File: config.mk
export PLATFORM = sky130hd
export DESIGN_NAME = nfc_protocol_mode_config
export DESIGN_NICKNAME = d
export VERILOG_FILES = /design/src/hw/nfc_mode_pkg.sv /design/src/hw/speed_code_decode.sv /design/src/hw/level_sync3.sv /design/src/hw/nfc_protocol_mode_config.sv
export SDC_FILE = /design/constraint.sdc
export NUM_CORES = 1
export LEC_CHECK = 0
export BUFFER_PORTS_ARGS = -buffer_cell sky130_fd_sc_hd__buf_2
export CAP_MARGIN = 20
export CORE_AREA = 2 2 92 94
export CTS_CLUSTER_SIZE = 8
export DETAILED_ROUTE_END_ITERATION = 7
export DIE_AREA = 0 0 94 96
export PLACE_DENSITY = 0.71
export SKIP_CTS_REPAIR_TIMING = 1
export SLEW_MARGIN = 20
export SYNTH_ARGS = -nofsm -noshare
export SYNTH_HDL_FRONTEND = slang
export SYNTH_SLANG_ARGS = --single-unit
File: constraint.sdc
create_clock -name core_clk_i -period 2.68 [get_ports core_clk_i]
set_input_delay 0.268 -clock core_clk_i [delete_from_list [all_inputs] [get_ports core_clk_i]]
set_output_delay 0.268 -clock core_clk_i [all_outputs]
set_load 0.05 [all_outputs]
File: src/hw/nfc_mode_pkg.sv
// Constants, types and field layout of the protocol mode configuration bank.
// Assumes an 8-bit register port and a single device clock.
package nfc_mode_pkg;
	localparam int REG_W = 8;
	localparam int CODE_W = 4;
	// Register offsets
	localparam logic [7:0] MODE_ADDR = 8'h03;
	localparam logic [7:0] RATE_ADDR = 8'h04;
	localparam logic [7:0] TYPEA_ADDR = 8'h05;
	// Reset and set-default values, and the mode register write mask
	localparam logic [7:0] MODE_RESET = 8'h08;
	localparam logic [7:0] RATE_RESET = 8'h00;
	localparam logic [7:0] TYPEA_RESET = 8'h00;
	localparam logic [7:0] MODE_RW_MASK = 8'hF9;
	// Field positions
	localparam int ROLE_BIT = 7;
	localparam int OPCODE_MSB = 6;
	localparam int OPCODE_LSB = 3;
	localparam int AUTO_CA_BIT = 0;
	localparam int TX_RATE_MSB = 7;
	localparam int TX_RATE_LSB = 4;
	localparam int RX_RATE_MSB = 3;
	localparam int RX_RATE_LSB = 0;
	localparam int NO_TX_PAR_BIT = 7;
	localparam int NO_RX_PAR_BIT = 6;
	localparam int HDR_BIT = 5;
	localparam int PW_MSB = 4;
	localparam int PW_LSB = 1;
	localparam int ANTICOLL_BIT = 0;
	localparam logic [7:0] TRANSPORT_START_BYTE = 8'hF0;
	// Speed codes; fc/128 is a divide by 2^7
	localparam logic [3:0] RATE_FC128 = 4'h0;
	localparam logic [3:0] RATE_FC64 = 4'h1;
	localparam logic [3:0] RATE_FC32 = 4'h2;
	localparam logic [3:0] RATE_FC16 = 4'h3;
	localparam logic [2:0] DIV_LOG2_FC128 = 3'h7;
	// Operation codes
	localparam logic [3:0] OP_NFC_ACTIVE = 4'h0;
	localparam logic [3:0] OP_TYPE_A = 4'h1;
	localparam logic [3:0] OP_TYPE_B = 4'h2;
	localparam logic [3:0] OP_JP = 4'h3;
	localparam logic [3:0] OP_T1T = 4'h4;
	localparam logic [3:0] OP_SUBC = 4'hE;
	localparam logic [3:0] OP_BPSK = 4'hF;
	localparam logic [3:0] OP_TGT_AUTORATE = 4'h0;
	localparam logic [3:0] OP_TGT_NORMAL = 4'h1;
	// Pulse width centres per speed and the fc/64 fold base, in carrier periods
	localparam logic [6:0] PW_BASE_FC128 = 7'h23;
	localparam logic [6:0] PW_BASE_FC64 = 7'h12;
	localparam logic [6:0] PW_FOLD_FC64 = 7'h1A;
	localparam logic [6:0] PW_BASE_FC32 = 7'h09;
	localparam logic [6:0] PW_BASE_FC16 = 7'h05;

	typedef enum logic [3:0] {
		PROTO_NONE, PROTO_NFC_ACTIVE, PROTO_TYPE_A, PROTO_TYPE_B, PROTO_JP, PROTO_T1T,
		PROTO_SUBC_STREAM, PROTO_BPSK_STREAM, PROTO_TGT_AUTORATE, PROTO_TGT_NORMAL
	} protocol_t;

	typedef struct packed {
		logic target;
		protocol_t proto;
	} mode_sel_t;

	typedef struct packed {
		logic [2:0] tx_div_log2;
		logic [2:0] rx_div_log2;
	} rate_sel_t;

	typedef struct packed {
		logic tx_parity_off;
		logic rx_raw;
		logic transport_header;
		logic anticoll_frame;
		logic pulse_width_valid;
		logic [6:0] pulse_width;
	} framing_t;
endpackage

File: src/hw/speed_code_decode.sv
// Decodes one four-bit speed code into a carrier divider exponent.
// Assumes the code comes from a register on the same clock.
`timescale 1ns/1ns
`default_nettype none
module speed_code_decode #(
	parameter int W = 4
) (
	// Code in
	input wire logic [W-1:0] code_i,
	// Decoded
	output logic valid_o,
	output logic [2:0] div_log2_o
);
	import nfc_mode_pkg::*;

	assign valid_o = (code_i[W-1:2] == '0);
	assign div_log2_o = valid_o ? 3'(DIV_LOG2_FC128 - code_i[2:0]) : 3'h0;
endmodule
`default_nettype wire

File: src/hw/level_sync3.sv
// Three-stage synchroniser that accepts a new level once stages two and three agree.
// Assumes the input is asynchronous to the clock.
`timescale 1ns/1ns
`default_nettype none
module level_sync3 (
	// Clock and reset
	input wire logic clk_i,
	input wire logic rst_i,
	// Level
	input wire logic d_i,
	output logic q_o
);
	logic s1_q;
	logic s2_q;
	logic s3_q;

	always_ff @(posedge clk_i or posedge rst_i) begin
		if (rst_i) begin
			s1_q <= 1'b0;
			s2_q <= 1'b0;
			s3_q <= 1'b0;
			q_o <= 1'b0;
		end else begin
			s1_q <= d_i;
			s2_q <= s1_q;
			s3_q <= s2_q;
			if (s2_q == s3_q) begin
				q_o <= s3_q;
			end
		end
	end
endmodule
`default_nettype wire

File: src/hw/nfc_protocol_mode_config.sv
// Protocol mode, speed and type A framing configuration registers.
// Assumes a host register port on core_clk_i and commands from on-chip logic.
// Behaviour
// - Bit 7 selects initiator or target role.
// - Initiator opcode picks one of seven modes.
// - Target opcodes pick auto-rate or normal active.
// - Unassigned opcode for role disables transmit/receive.
// - Auto-avoid bit starts collision avoidance on field loss.
// - Power-up and set-default load default values.
// - High nibble transmit speed, low nibble receive.
// - Codes 0..3 give fc/128 down to fc/16.
// - Other speed codes disable transmit and receive.
// - Go-normal command loads speed register from hardware.
// - No-parity transmit sends raw stream, host uses no-CRC.
// - Raw receive skips parity/CRC; host clears outside A.
// - Transport header adds F0 and length, strips F0.
// - Pulse width code counts carrier periods per speed.
// - Pulse width centres 35, 18, 9, 5 periods.
//
// Our own choice: the strobed register port.
`timescale 1ns/1ns
`default_nettype none
module nfc_protocol_mode_config (
	// Clock and reset
	input wire logic core_clk_i,
	input wire logic rst_i,
	// Register port
	input wire logic [7:0] reg_addr_i,
	input wire logic [7:0] reg_wdata_i,
	input wire logic reg_wr_i,
	input wire logic reg_rd_i,
	output logic [7:0] reg_rdata_o,
	// Commands from the command decoder
	input wire logic set_default_cmd_i,
	input wire logic go_normal_cmd_i,
	input wire logic [7:0] detected_rate_i,
	// External field detector
	input wire logic ext_field_i,
	// Configuration towards framing and RF logic
	output nfc_mode_pkg::mode_sel_t mode_o,
	output nfc_mode_pkg::rate_sel_t rate_o,
	output nfc_mode_pkg::framing_t framing_o,
	output logic txrx_enable_o,
	output logic [7:0] start_byte_o,
	output logic collision_avoid_start_o
);
	import nfc_mode_pkg::*;

	logic [7:0] mode_q;
	logic [7:0] mode_d;
	logic [7:0] rate_q;
	logic [7:0] rate_d;
	logic [7:0] typea_q;
	logic [7:0] typea_d;
	logic [7:0] rdata_d;
	logic field_prev_q;
	logic field_stable;
	logic mode_wr;
	logic rate_wr;
	logic typea_wr;
	logic [7:0] read_mux;
	logic [3:0] opcode;
	logic [3:0] tx_code;
	logic [3:0] rx_code;
	logic [3:0] pw_code;
	logic tx_valid;
	logic rx_valid;
	logic [2:0] tx_div;
	logic [2:0] rx_div;
	protocol_t proto;
	logic enable_d;
	logic [7:0] pw_result;
	logic field_lost;
	logic ca_start_d;
	mode_sel_t mode_sel_d;
	rate_sel_t rate_sel_d;
	framing_t framing_d;

	// Write decode
	assign mode_wr = reg_wr_i && (reg_addr_i == MODE_ADDR);
	assign rate_wr = reg_wr_i && (reg_addr_i == RATE_ADDR);
	assign typea_wr = reg_wr_i && (reg_addr_i == TYPEA_ADDR);

	// Set-default beats the go-normal load, which beats a host write
	assign mode_d = set_default_cmd_i ? MODE_RESET :
		mode_wr ? (reg_wdata_i & MODE_RW_MASK) : mode_q;
	assign rate_d = set_default_cmd_i ? RATE_RESET :
		go_normal_cmd_i ? detected_rate_i :
		rate_wr ? reg_wdata_i : rate_q;
	assign typea_d = set_default_cmd_i ? TYPEA_RESET :
		typea_wr ? reg_wdata_i : typea_q;

	// Read decode; unmapped offsets read zero
	assign read_mux = (reg_addr_i == MODE_ADDR) ? mode_q :
		(reg_addr_i == RATE_ADDR) ? rate_q :
		(reg_addr_i == TYPEA_ADDR) ? typea_q : 8'h00;
	assign rdata_d = reg_rd_i ? read_mux : 8'h00;

	// Field slices
	assign opcode = mode_q[OPCODE_MSB:OPCODE_LSB];
	assign tx_code = rate_q[TX_RATE_MSB:TX_RATE_LSB];
	assign rx_code = rate_q[RX_RATE_MSB:RX_RATE_LSB];
	assign pw_code = typea_q[PW_MSB:PW_LSB];

	speed_code_decode #(
		.W(CODE_W)
	) u_tx_speed (
		.code_i(tx_code),
		.valid_o(tx_valid),
		.div_log2_o(tx_div)
	);

	speed_code_decode #(
		.W(CODE_W)
	) u_rx_speed (
		.code_i(rx_code),
		.valid_o(rx_valid),
		.div_log2_o(rx_div)
	);

	// The opcode means different things in the two roles
	function automatic protocol_t proto_decode(input logic target, input logic [3:0] op);
		protocol_t p;
		p = PROTO_NONE;
		if (target) begin
			case (op)
				OP_TGT_AUTORATE: p = PROTO_TGT_AUTORATE;
				OP_TGT_NORMAL: p = PROTO_TGT_NORMAL;
				default: p = PROTO_NONE;
			endcase
		end else begin
			case (op)
				OP_NFC_ACTIVE: p = PROTO_NFC_ACTIVE;
				OP_TYPE_A: p = PROTO_TYPE_A;
				OP_TYPE_B: p = PROTO_TYPE_B;
				OP_JP: p = PROTO_JP;
				OP_T1T: p = PROTO_T1T;
				OP_SUBC: p = PROTO_SUBC_STREAM;
				OP_BPSK: p = PROTO_BPSK_STREAM;
				default: p = PROTO_NONE;
			endcase
		end
		return p;
	endfunction

	// Pulse width from the signed code; bit 7 of the result marks a listed code.
	// The fc/64 column folds back above +4, so it is not a plain offset there.
	function automatic logic [7:0] pulse_lookup(input logic [3:0] speed, input logic [3:0] c);
		logic [6:0] sx;
		logic signed [4:0] sv;
		logic [7:0] r;
		sx = {{3{c[3]}}, c};
		sv = $signed({c[3], c});
		r = 8'h00;
		case (speed)
			RATE_FC128: r = {1'b1, 7'(PW_BASE_FC128 + sx)};
			RATE_FC64: begin
				if (sv >= -5'sd6 && sv <= 5'sd4) begin
					r = {1'b1, 7'(PW_BASE_FC64 + sx)};
				end else if (sv > 5'sd4 && sv <= 5'sd6) begin
					r = {1'b1, 7'(PW_FOLD_FC64 - sx)};
				end
			end
			RATE_FC32: begin
				if (sv >= -5'sd4 && sv <= 5'sd4) begin
					r = {1'b1, 7'(PW_BASE_FC32 + sx)};
				end
			end
			RATE_FC16: begin
				if (sv >= -5'sd3 && sv <= 5'sd3) begin
					r = {1'b1, 7'(PW_BASE_FC16 + sx)};
				end
			end
			default: r = 8'h00;
		endcase
		return r;
	endfunction

	assign proto = proto_decode(mode_q[ROLE_BIT], opcode);
	// Any unsupported mode or speed code keeps the transceiver off
	assign enable_d = (proto != PROTO_NONE) && tx_valid && rx_valid;
	assign pw_result = pulse_lookup(tx_code, pw_code);

	assign mode_sel_d.target = mode_q[ROLE_BIT];
	assign mode_sel_d.proto = proto;
	assign rate_sel_d.tx_div_log2 = tx_div;
	assign rate_sel_d.rx_div_log2 = rx_div;
	assign framing_d.tx_parity_off = typea_q[NO_TX_PAR_BIT];
	assign framing_d.rx_raw = typea_q[NO_RX_PAR_BIT];
	assign framing_d.transport_header = typea_q[HDR_BIT];
	assign framing_d.anticoll_frame = typea_q[ANTICOLL_BIT];
	assign framing_d.pulse_width_valid = pw_result[7];
	assign framing_d.pulse_width = pw_result[6:0];

	// Field loss is taken on the filtered level, so a glitch cannot fire it
	level_sync3 u_field_sync (
		.clk_i(core_clk_i),
		.rst_i(rst_i),
		.d_i(ext_field_i),
		.q_o(field_stable)
	);
	assign field_lost = field_prev_q && !field_stable;
	assign ca_start_d = field_lost && mode_q[AUTO_CA_BIT];

	always_ff @(posedge core_clk_i or posedge rst_i) begin
		if (rst_i) begin
			mode_q <= MODE_RESET;
			rate_q <= RATE_RESET;
			typea_q <= TYPEA_RESET;
		end else begin
			mode_q <= mode_d;
			rate_q <= rate_d;
			typea_q <= typea_d;
		end
	end

	always_ff @(posedge core_clk_i or posedge rst_i) begin
		if (rst_i) begin
			reg_rdata_o <= 8'h00;
			field_prev_q <= 1'b0;
			collision_avoid_start_o <= 1'b0;
		end else begin
			reg_rdata_o <= rdata_d;
			field_prev_q <= field_stable;
			collision_avoid_start_o <= ca_start_d;
		end
	end

	always_ff @(posedge core_clk_i or posedge rst_i) begin
		if (rst_i) begin
			mode_o <= '0;
			rate_o <= '0;
			framing_o <= '0;
			txrx_enable_o <= 1'b0;
			start_byte_o <= 8'h00;
		end else begin
			mode_o <= mode_sel_d;
			rate_o <= rate_sel_d;
			framing_o <= framing_d;
			txrx_enable_o <= enable_d;
			start_byte_o <= typea_q[HDR_BIT] ? TRANSPORT_START_BYTE : 8'h00;
		end
	end
endmodule
`default_nettype wire

After elaboration in Yosys (flattened, before gate mapping):

Index checks and enable logic that the tools add are counted.

* bits in registers: 70
* bits of input ports: 31

* add/sub/neg operators: 7
* order comparisons: 7
* equality and inequality tests: 13
* mux-type cells: 22
* reduce and logical (&&, ||, !) cells: 20

Operator list (number)
* $mux W8: 16
* $pmux W8 S4: 1
* $pmux W3 S7: 1
* $eq A4 B2 Y1 const B: 4
* $eq A8 B3 Y1 const B: 2
* $logic_and A1 B1 Y1: 11
* $eq A4 B1 Y1 const B: 2
* $eq A4 B4 Y1 const B: 2
* $eq A8 B2 Y1 const B: 1
* $ge A4 B3 Y1 const B: 2
* $le A4 B4 Y1 const B: 2
* $logic_not A4 Y1: 2
* $pmux W4 S2: 1
* $add A6 B4 Y7 const A: 1
* $add A6 B7 Y7 const A: 1
* $sub A6 B4 Y7 const A: 1
* $add A5 B4 Y6 const A: 1
* $mux W3: 2
* $sub A3 B3 Y3 const A: 2
* $add A4 B4 Y5 const A: 1
* $eq A4 B3 Y1 const B: 1
* $ge A4 B4 Y1 const B: 1
* $gt A4 B4 Y1 const B: 1
* $le A4 B3 Y1 const B: 1
* other kinds (7): 9

Longest topological paths before layout:

Gate-level depths: netlist of the first run.

* word-level depth: 6
* depth in mapped cells: 8
* mapped depth without buffers: 7

Hierarchy:

Synthesis of the first run repeated with hierarchy kept, for this count alone.

* cell total of the unflattened synthesis: 287
* area, all modules: 3089.2 µm²

Modules (own cells, without submodules)
* nfc_protocol_mode_config: instances 1, cells an instance 273, area an instance 2911.5 µm², seq. area each 1402.6 µm²
* level_sync3: instances 1, cells an instance 6, area an instance 115.1 µm², seq. area each 100.1 µm²
* speed_code_decode: instances 2, cells an instance 4, area an instance 31.3 µm², seq. area each 0.0 µm²

Least setup slack after synthesis of the first run:

OpenSTA, ideal clock, no wires.

* path kind: flip-flop to flip-flop
* from: register typea_q[2]
* to: register framing_o[2] in the netlist's numbering
* library setup time: 0.083 ns
* arrival time: 1.923 ns
* data required time: 2.597 ns
* slack: 0.675 ns
* cell stages (with the launch flop): 8
* period minus slack after synthesis: 2.005 ns
* cell sequence: dfrtp_1 clkbuf_1 inv_1 ha_1 or3_1 nor4_1 nor3_1 o21ai_0

* word-level cells in the longest chain between the ends: 5

Ends and longest elaborated chain
* start: declaration: line nfc_protocol_mode_config.sv:53 `logic [7:0] typea_q;`
* start signal: assignment: line nfc_protocol_mode_config.sv:213 `typea_q <= typea_d;`
* parallel branches: the longest is 4 deep, another holds $sub A6 B4 Y7
* $pmux W8 S4 (*): line nfc_protocol_mode_config.sv:155 `case (speed)`
* via pw_result[2]: line nfc_protocol_mode_config.sv:72 `logic [7:0] pw_result;`
* end signal: assignment: line nfc_protocol_mode_config.sv:239 `framing_o <= framing_d;`
* end: declaration: line nfc_protocol_mode_config.sv:42 `output nfc_mode_pkg::framing_t framing_o,`

Mark *: on every way through the listed nets, which the timed path passes.
A chain may end at the register's enable or synchronous reset.

Worst setup path after layout of the first run:

Ends and elaborated chain as after synthesis.

==> results of run 1 <==
-- cells by family after synthesis --
| group | count (synthesis) | share of synthesized area [%] |
|---|---|---|
| buffers and inverters | 35 | 6.30 |
| adders and majority gates | 11 | 4.54 |
| xor gates and xnor gates | 2 | 0.588 |
| other | 1 | 0.126 |
| DFF | 60 | 50.4 |
| and+or+nand+nor | 96 | 16.8 |
| AOI/OAI and AO/OA | 53 | 13.2 |
| muxes | 23 | 8.06 |
-- state kept, by name (all words and copies together) (netlist names), 5 cells and up --
register	cells
rate_q	8
mode_o	5
reg_rdata_o	8
typea_q	8
mode_q	6
rate_o	6
framing_o	11
-- metal layers --
| layer | vias up | global-route usage, % | wire length (um) |
|---|---|---|---|
| met4 | 0 | 6.04 | 138 |
| met5 | - | 0 | 0 |
| met3 | 13 | 3.76 | 381 |
| met1 | 1083 | 22.3 | 3150 |
| li1 | 1113 | - | - |
| met2 | 78 | 23.4 | 3020 |
-- power by group through the flow --
stage	clock network, mW	logic (mW)	registers, mW
global placement	0	0.316	1.00
CTS	0.773	0.321	0.984
global route	0.827	0.341	0.991
finish	0.752	0.318	0.985
detailed placement	0	0.320	1.00
floorplan	0	0.135	1.09
-- final timing paths --
path / start / end / slack (ns) / cells past startpoint
max: typea_q[2] / framing_o[2] / 0.45 / 7
max in group asynchronous: rst_i / reg_rdata_o[3] / 1.88 / 3
min in group asynchronous: rst_i / framing_o[5] / 0.09 / 2
min reg2reg: u_field_sync.s1_q / u_field_sync.s2_q / 0.35 / 0
min: ext_field_i / u_field_sync.s1_q / 0.04 / 1
max reg2reg: typea_q[2] / framing_o[2] / 0.45 / 7
-- stage by stage --
step / instances / instance area [um2] / util [%] / worst slack, ns / hold WS, ns
final: 452 / 3540 / 43.9 / 0.452 / 0.0431
after global routing: 452 / 3540 / 43.9 / 0.167 / 0.0211
after CTS: 452 / 3540 / 43.9 / 0.488 / 0.0277
after detailed placement: 436 / 3350 / 41.6 / 0.509 / 0.342
after global placement: 436 / 3350 / 41.6 / 0.542 / 0.335
after floorplan: 285 / 2990 / - / 0.675 / 0.299
-- placed cells by master (no fill, tap or decap), types with 7 or more instances in the layout --
cell type                   n
sky130_fd_sc_hd__buf_2     67
sky130_fd_sc_hd__dfrtp_1   59
sky130_fd_sc_hd__nor2_1    30
sky130_fd_sc_hd__nor3_1    22
sky130_fd_sc_hd__mux2i_1   15
sky130_fd_sc_hd__nand2_1   12
sky130_fd_sc_hd__ha_1      10
sky130_fd_sc_hd__clkbuf_8   9
sky130_fd_sc_hd__a22o_1     8
sky130_fd_sc_hd__mux2_2     8
sky130_fd_sc_hd__a21oi_1    8
sky130_fd_sc_hd__a21o_1     8
sky130_fd_sc_hd__nand3_1    7
sky130_fd_sc_hd__buf_4      7
-- area by class of cell --
cell class              count  area, um2
fillers                   779       4510
flip-flops and latches     60       1500
multi-input cells         190       1300
repair buffers             74        388
clock buffers              11        131
well taps                 105        131
clock inverters             5       53.8
inverters                   7       26.3
==> out/results.md, run 1 <==
| Group | Item | This run |
|:---|:---|:---|
| setup path | Cell type of the slowest stage on the worst timing path | sky130_fd_sc_hd__dfrtp_1 |
| floorplan | Area of the placeable core | 0.00805 mm2 |
| yosys | Mapped Cells | 281 |
| yosys | Number of distinct library cells after synthesis | 52 |
| sta | Final period demand of the worst path | 2.23 ns |
| yosys | Top area cells in the synthesized netlist | sky130_fd_sc_hd__dfrtp_1, sky130_fd_sc_hd__mux2i_1, sky130_fd_sc_hd__ha_1, sky130_fd_sc_hd__nor2_1, sky130_fd_sc_hd__nor3_1 |
| global route | Total global-route track usage | 15.7% |
| yosys | Fraction of registers with async set or reset after synthesis | 100% |
| cells and area | Fraction of final layout cells sized beyond drive strength 1 | 29.7% |
| setup path | Kind of launch point of the worst setup path | flop |
| cells and area | Final #Nets | 383 |
| setup path | Buf+Inv Stages, Crit Path | 0 |
| sta | Final-layout setup total negative slack | 0 ns |
| sta | Maximum achievable frequency | 449 MHz |
| clock tree | CTS Root Buffer Type | sky130_fd_sc_hd__clkbuf_8 |
| sta | Share of the clock period used by the worst path after layout | 83.1% |
| yosys | Cell type with the largest total area after synthesis | sky130_fd_sc_hd__dfrtp_1 |
| power | Design internal power | 1.47 mW |
| global route | Pin count of the biggest net entering global routing | 41 |
| floorplan | Vertical die dimension | 96 um |
| power | Leak | 1.77 nW |
| setup path | Crit-path most repeated cell | sky130_fd_sc_hd__ha_1 |
| setup path | Critical-path cell list | ha_1 > ha_1 > xnor2_1 > nor2_1 > nor4_1 > nor3_1 > o21ai_0 |
| global route | Total gr overflow | 0 |
| cells and area | P&R area growth vs syn | 18.7% |
| drt | Number of vias per cell | 5.06 |
| setup path | Largest incremental delay on the critical path | 0.54 ns |
| sta | Setup repair after global routing missed its margin | no |
| floorplan | Top-level I/O count | 72 |
| yosys | Yosys reg bits | 60 |
| clock tree | TritonCTS clock tree | built |
| sta | Actual slew at the worst max-slew pin | 0.818 ns |
| clock tree | Clock buffer count from CTS | 9 |
| yosys | Proportion of netlist area held by the largest area contributor | 49.6% |
| power | Clk network pwr share | 36.6% |
| floorplan | Number of rows created at floorplan | 33 |
| drt | Via total after detailed routing | 2287 |
| yosys | Prevailing post-synth register cell | sky130_fd_sc_hd__dfrtp_1 |
| clock tree | Bufs on Longest Clock Path | 2 |
| cells and area | Antenna diode count | 0 |
| setup path | Arrival time worst endpoint | 2.47 ns |
| sta | Worst-case clock skew | 0.00947 ns |
| setup path | Largest fanout on the critical path | 13 |
| power | Final Total Pwr | 2.05 mW |
| clock tree | Worst-path clk slew | 0.06 ns |
| setup path | Category of the worst setup path capture point | flop |
| sta | Max transition margin | 45.4% |
| drt | Count of nets left with antenna violations after detail routing | 0 |
| run | Max-Cap Viols | 0 |
| placed design | Half-perimeter wire length of the detailed placement result | 5040 um |
| global route | Number of global-route vias before repair | 2199 |
| yosys | Average footprint of a synthesized cell | 10.6 um2 |
| sta | Fin. max-slew vios | 0 |
| yosys | Most instantiated cells after synthesis | sky130_fd_sc_hd__dfrtp_1, sky130_fd_sc_hd__nor2_1, sky130_fd_sc_hd__nor3_1, sky130_fd_sc_hd__mux2i_1 |
| power | Switching Power | 0.588 mW |
| floorplan | Width of the die | 94 um |
| outcome | Result of the run | finished, final reports clean |
| floorplan | Die Area | 0.00902 mm2 |
| setup path | CP delay by family, top | adder cells |
| power | Total power density per cell area | 581 mW/mm2 |
| global route | Antenna violations before repair | 0 |
| placed design | I/O Buffers | 67 |
| floorplan | Starting utilization of the core area | 37.0% |
| power | Net switching fraction of the power | 28.6% |
| setup path | Data required, critical path | 2.92 ns |
| drt | Iter 0 DRT Violations | 137 |
| clock tree | Insertion delay of the later-clocked pin in the worst-skew pair | 0.33 ns |
| power | Max rail drop VDD | 0.305 mV |
| worst hold path | Worst Hold Class | in2reg |
| global route | First-pass GRT wire length | 10900 um |
| clock tree | Clock Sinks | 60 |
| yosys | YS warnings | 0 |
| clock tree | Number of H-tree branching levels | 3 |
| drt | Initial DRT Pass Iterations | 4 |
| drt | Drt drc | 0 |
| drt | Total wirelength of the detailed-routed design | 6690 um |
| yosys | Most used standard cell by instance count after synthesis | sky130_fd_sc_hd__dfrtp_1 |
| sta | Number of endpoints failing setup at the final stage | 0 |
| yosys | Number of enable-type register cells in the synthesized netlist | 0 |
| drt | Mean routed wirelength per cell | 14.8 um |
| power | Sequential Power Share | 47.9% |
| placed design | GPL Wtd Cong | 0.831 |
| yosys | Sequential cell area fraction in the yosys report | 50.4% |
| power | Combinational share of power | 15.5% |
| yosys | Syn Std Cell Area | 0.00298 mm2 |
| sta | Final number of hold-violating endpoints | 0 |
| setup path | Worst setup path category | reg2reg |
(Power assumes the default switching activity.)
==> inputs of run 2 (changes only) <==
==> constraint.sdc (replaced) <==
create_clock -name core_clk_i -period 2.1 [get_ports core_clk_i]
set_input_delay 0.21 -clock core_clk_i [delete_from_list [all_inputs] [get_ports core_clk_i]]
set_output_delay 0.21 -clock core_clk_i [all_outputs]
set_load 0.05 [all_outputs]
==> run 2 against run 1 <==
Sequential power grew 28%; global-route usage grew 0.26 points; count of clock-buffer cells in the layout grew 1; critical path depth is the same; critical path type unchanged.
==> out/results.md, run 2 (synthesis results as in run 1) <==
| Group | Item | This run | Delta |
|:---|:---|:---|:---|
| cells and area | Non-filler cells in the finished layout | 459 | was 452 |
| sta | Worst-case clock skew | 0.00878 ns | was 0.00947 ns |
| run | Max-Cap Viols | 0 | unchanged |
| global route | Total global-route track usage | 16.0% | was 15.7% |
| clock tree | Worst-path clk slew | 0.07 ns | was 0.06 ns |
| cells and area | Antenna diode count | 0 | unchanged |
| placed design | # placed instances | 441 | was 436 |
| drt | Iter 0 DRT Violations | 221 | was 137 |
| floorplan | Top-level I/O count | 72 | unchanged |
| global route | First-pass GRT wire length | 11000 um | was 10900 um |
| cells and area | P&R area growth vs syn | 23.9% | was 18.7% |
| sta | Maximum achievable frequency | 506 MHz | was 449 MHz |
| clock tree | Clock buffer count from CTS | 9 | unchanged |
| drt | Total wirelength of the detailed-routed design | 6940 um | was 6690 um |
| power | Switching Power | 0.774 mW | was 0.588 mW |
| worst hold path | Hold Path Depth | 2 | was 1 |
| clock tree | Number of H-tree branching levels | 3 | unchanged |
| floorplan | Width of the die | 94 um | unchanged |
| cells and area | Top reg by flops | framing_o | unchanged |
| sta | Fin. max-slew vios | 0 | unchanged |
| placed design | GPL Wtd Cong | 0.867 | was 0.831 |
| sta | Setup repair after global routing missed its margin | no | unchanged |
| setup path | Arrival time worst endpoint | 2.22 ns | was 2.47 ns |
| power | Max rail drop VDD | 0.343 mV | was 0.305 mV |
| power | Net switching fraction of the power | 27.5% | was 28.6% |
| cells and area | # fillers | 752 | was 779 |
| sta | Share of the clock period used by the worst path after layout | 94.0% | was 83.1% |
| drt | Initial DRT Pass Iterations | 4 | unchanged |
| power | Combinational share of power | 15.0% | was 15.5% |
| sta | Final worst hold slack | 0.122 ns | was 0.0431 ns |
| power | Leak | 1.82 nW | was 1.77 nW |
| cells and area | Final Util | 45.8% | was 43.9% |
| power | Design internal power | 2.04 mW | was 1.47 mW |
| global route | Pin count of the biggest net entering global routing | 61 | was 41 |
| setup path | Worst setup path category | reg2reg | unchanged |
| setup path | Category of the worst setup path capture point | flop | unchanged |
| cells and area | Footprint of the multi-input gates | 0.00135 mm2 | was 0.00130 mm2 |
| outcome | Result of the run | finished, final reports clean | unchanged |
| floorplan | Starting utilization of the core area | 37.0% | unchanged |
| cells and area | Flip-flop and latch area | 0.00150 mm2 | about the same |
| clock tree | Insertion delay of the later-clocked pin in the worst-skew pair | 0.34 ns | was 0.33 ns |
| setup path | Worst reg-to-reg path cell count | 7 | unchanged |
| clock tree | CTS Root Buffer Type | sky130_fd_sc_hd__clkbuf_8 | unchanged |
| floorplan | Die Area | 0.00902 mm2 | unchanged |
| sta | Final-layout setup total negative slack | 0 ns | unchanged |
| power | Sequential Power Share | 44.7% | was 47.9% |
| clock tree | TritonCTS clock tree | built | unchanged |
| drt | Via total after detailed routing | 2367 | was 2287 |
| drt | Drt drc | 0 | unchanged |
| drt | Count of nets left with antenna violations after detail routing | 0 | unchanged |
| sta | Final number of hold-violating endpoints | 0 | unchanged |
| power | Clk network pwr share | 40.3% | was 36.6% |
| sta | Number of endpoints failing setup at the final stage | 0 | unchanged |
| worst hold path | Worst Hold Class | in2reg | unchanged |
| power | Total power density per cell area | 763 mW/mm2 | was 581 mW/mm2 |
| setup path | Largest fanout on the critical path | 5 | was 13 |
| floorplan | Area of the placeable core | 0.00805 mm2 | unchanged |
| cells and area | Final #Nets | 390 | was 383 |
| global route | Antenna violations before repair | 0 | unchanged |
| global route | Number of global-route vias before repair | 2290 | was 2199 |
| placed design | Half-perimeter wire length of the detailed placement result | 4950 um | was 5040 um |
| setup path | Data required, critical path | 2.35 ns | was 2.92 ns |
| clock tree | Bufs on Longest Clock Path | 2 | unchanged |
| sta | Actual slew at the worst max-slew pin | 0.754 ns | was 0.818 ns |
| floorplan | Vertical die dimension | 96 um | unchanged |
| sta | Final period demand of the worst path | 1.97 ns | was 2.23 ns |
| drt | Mean routed wirelength per cell | 15.1 um | was 14.8 um |
| cells and area | Number of flip-flops under the largest register name | 11 | unchanged |
| sta | Max transition margin | 49.5% | was 45.4% |
| setup path | Kind of launch point of the worst setup path | flop | unchanged |
| cells and area | Most common cell after layout, fill and taps aside | sky130_fd_sc_hd__buf_2 | unchanged |
| global route | Total gr overflow | 0 | unchanged |
| drt | Number of vias per cell | 5.16 | was 5.06 |
| floorplan | Number of rows created at floorplan | 33 | unchanged |
| clock tree | Clock Sinks | 60 | unchanged |
| placed design | I/O Buffers | 67 | unchanged |
| cells and area | Fraction of final layout cells sized beyond drive strength 1 | 32.8% | was 29.7% |
| cells and area | Commonest non-fill, non-tap cells in the layout | sky130_fd_sc_hd__buf_2, sky130_fd_sc_hd__dfrtp_1, sky130_fd_sc_hd__nor2_1 | unchanged |
## run 2: metal layers
| layer | share of wire, % | up-vias | global-route usage [%] |
|---|---|---|---|
| met5 | 0 | - | 0 |
| met4 | 2.1 | 0 | 8.33 |
| met3 | 7.1 | 13 | 3.84 |
| met2 | 43 | 94 | 23.0 |
| met1 | 48 | 1133 | 22.4 |
| li1 | - | 1127 | - |
## run 2: worst max-delay path, cell delays in order (launching register included)
cell and delay, ns:
sky130_fd_sc_hd__dfrtp_2 0.44, sky130_fd_sc_hd__ha_1 0.25, sky130_fd_sc_hd__ha_4 0.30, sky130_fd_sc_hd__a21o_1 0.10, sky130_fd_sc_hd__a21oi_2 0.08, sky130_fd_sc_hd__nor4_2 0.34
sky130_fd_sc_hd__nor2_2 0.12, sky130_fd_sc_hd__o32ai_2 0.28
## run 2: final cells by class
| type | count | area share, % |
|---|---|---|
| clock buffers | 12 | 3.93 |
| clock inverters | 4 | 2.00 |
| inverters | 7 | 0.712 |
| multi-input cells | 190 | 36.6 |
| flip-flops and latches | 60 | 40.8 |
| well taps | 105 | 3.56 |
| repair buffers | 81 | 12.4 |
## run 2: through the flow
| stage | cell area [um2] | total power [mW] | worst slack [ns] |
|---|---|---|---|
| finish | 3690 | 2.82 | 0.125 |
| global route | 3690 | 2.92 | 0.00335 |
| CTS | 3620 | 2.83 | 0.0620 |
| detailed placement | 3400 | 1.69 | 0.0752 |
| global placement | 3400 | 1.69 | 0.156 |
| floorplan | 2990 | 1.57 | 0.0949 |
## run 2: worst paths after layout
check	start	end	slack (ns)
worst min register to register	u_field_sync.s1_q	u_field_sync.s2_q	0.36
worst max-delay path	typea_q[2]	framing_o[1]	0.13
min in group asynchronous	rst_i	framing_o[0]	0.46
max in group asynchronous	rst_i	mode_q[3]	1.31
worst min-delay path	reg_wdata_i[1]	typea_q[1]	0.12
worst max register to register	typea_q[2]	framing_o[1]	0.13
## run 2: power groups by stage
stage / combinational, mW / clock, mW / sequential, mW
6_report: 0.423 / 1.14 / 1.26
5_1_grt: 0.454 / 1.20 / 1.26
4_1_cts: 0.417 / 1.15 / 1.26
3_5_place_dp: 0.416 / 0 / 1.28
3_3_place_gp: 0.413 / 0 / 1.28
2_1_floorplan: 0.172 / 0 / 1.40
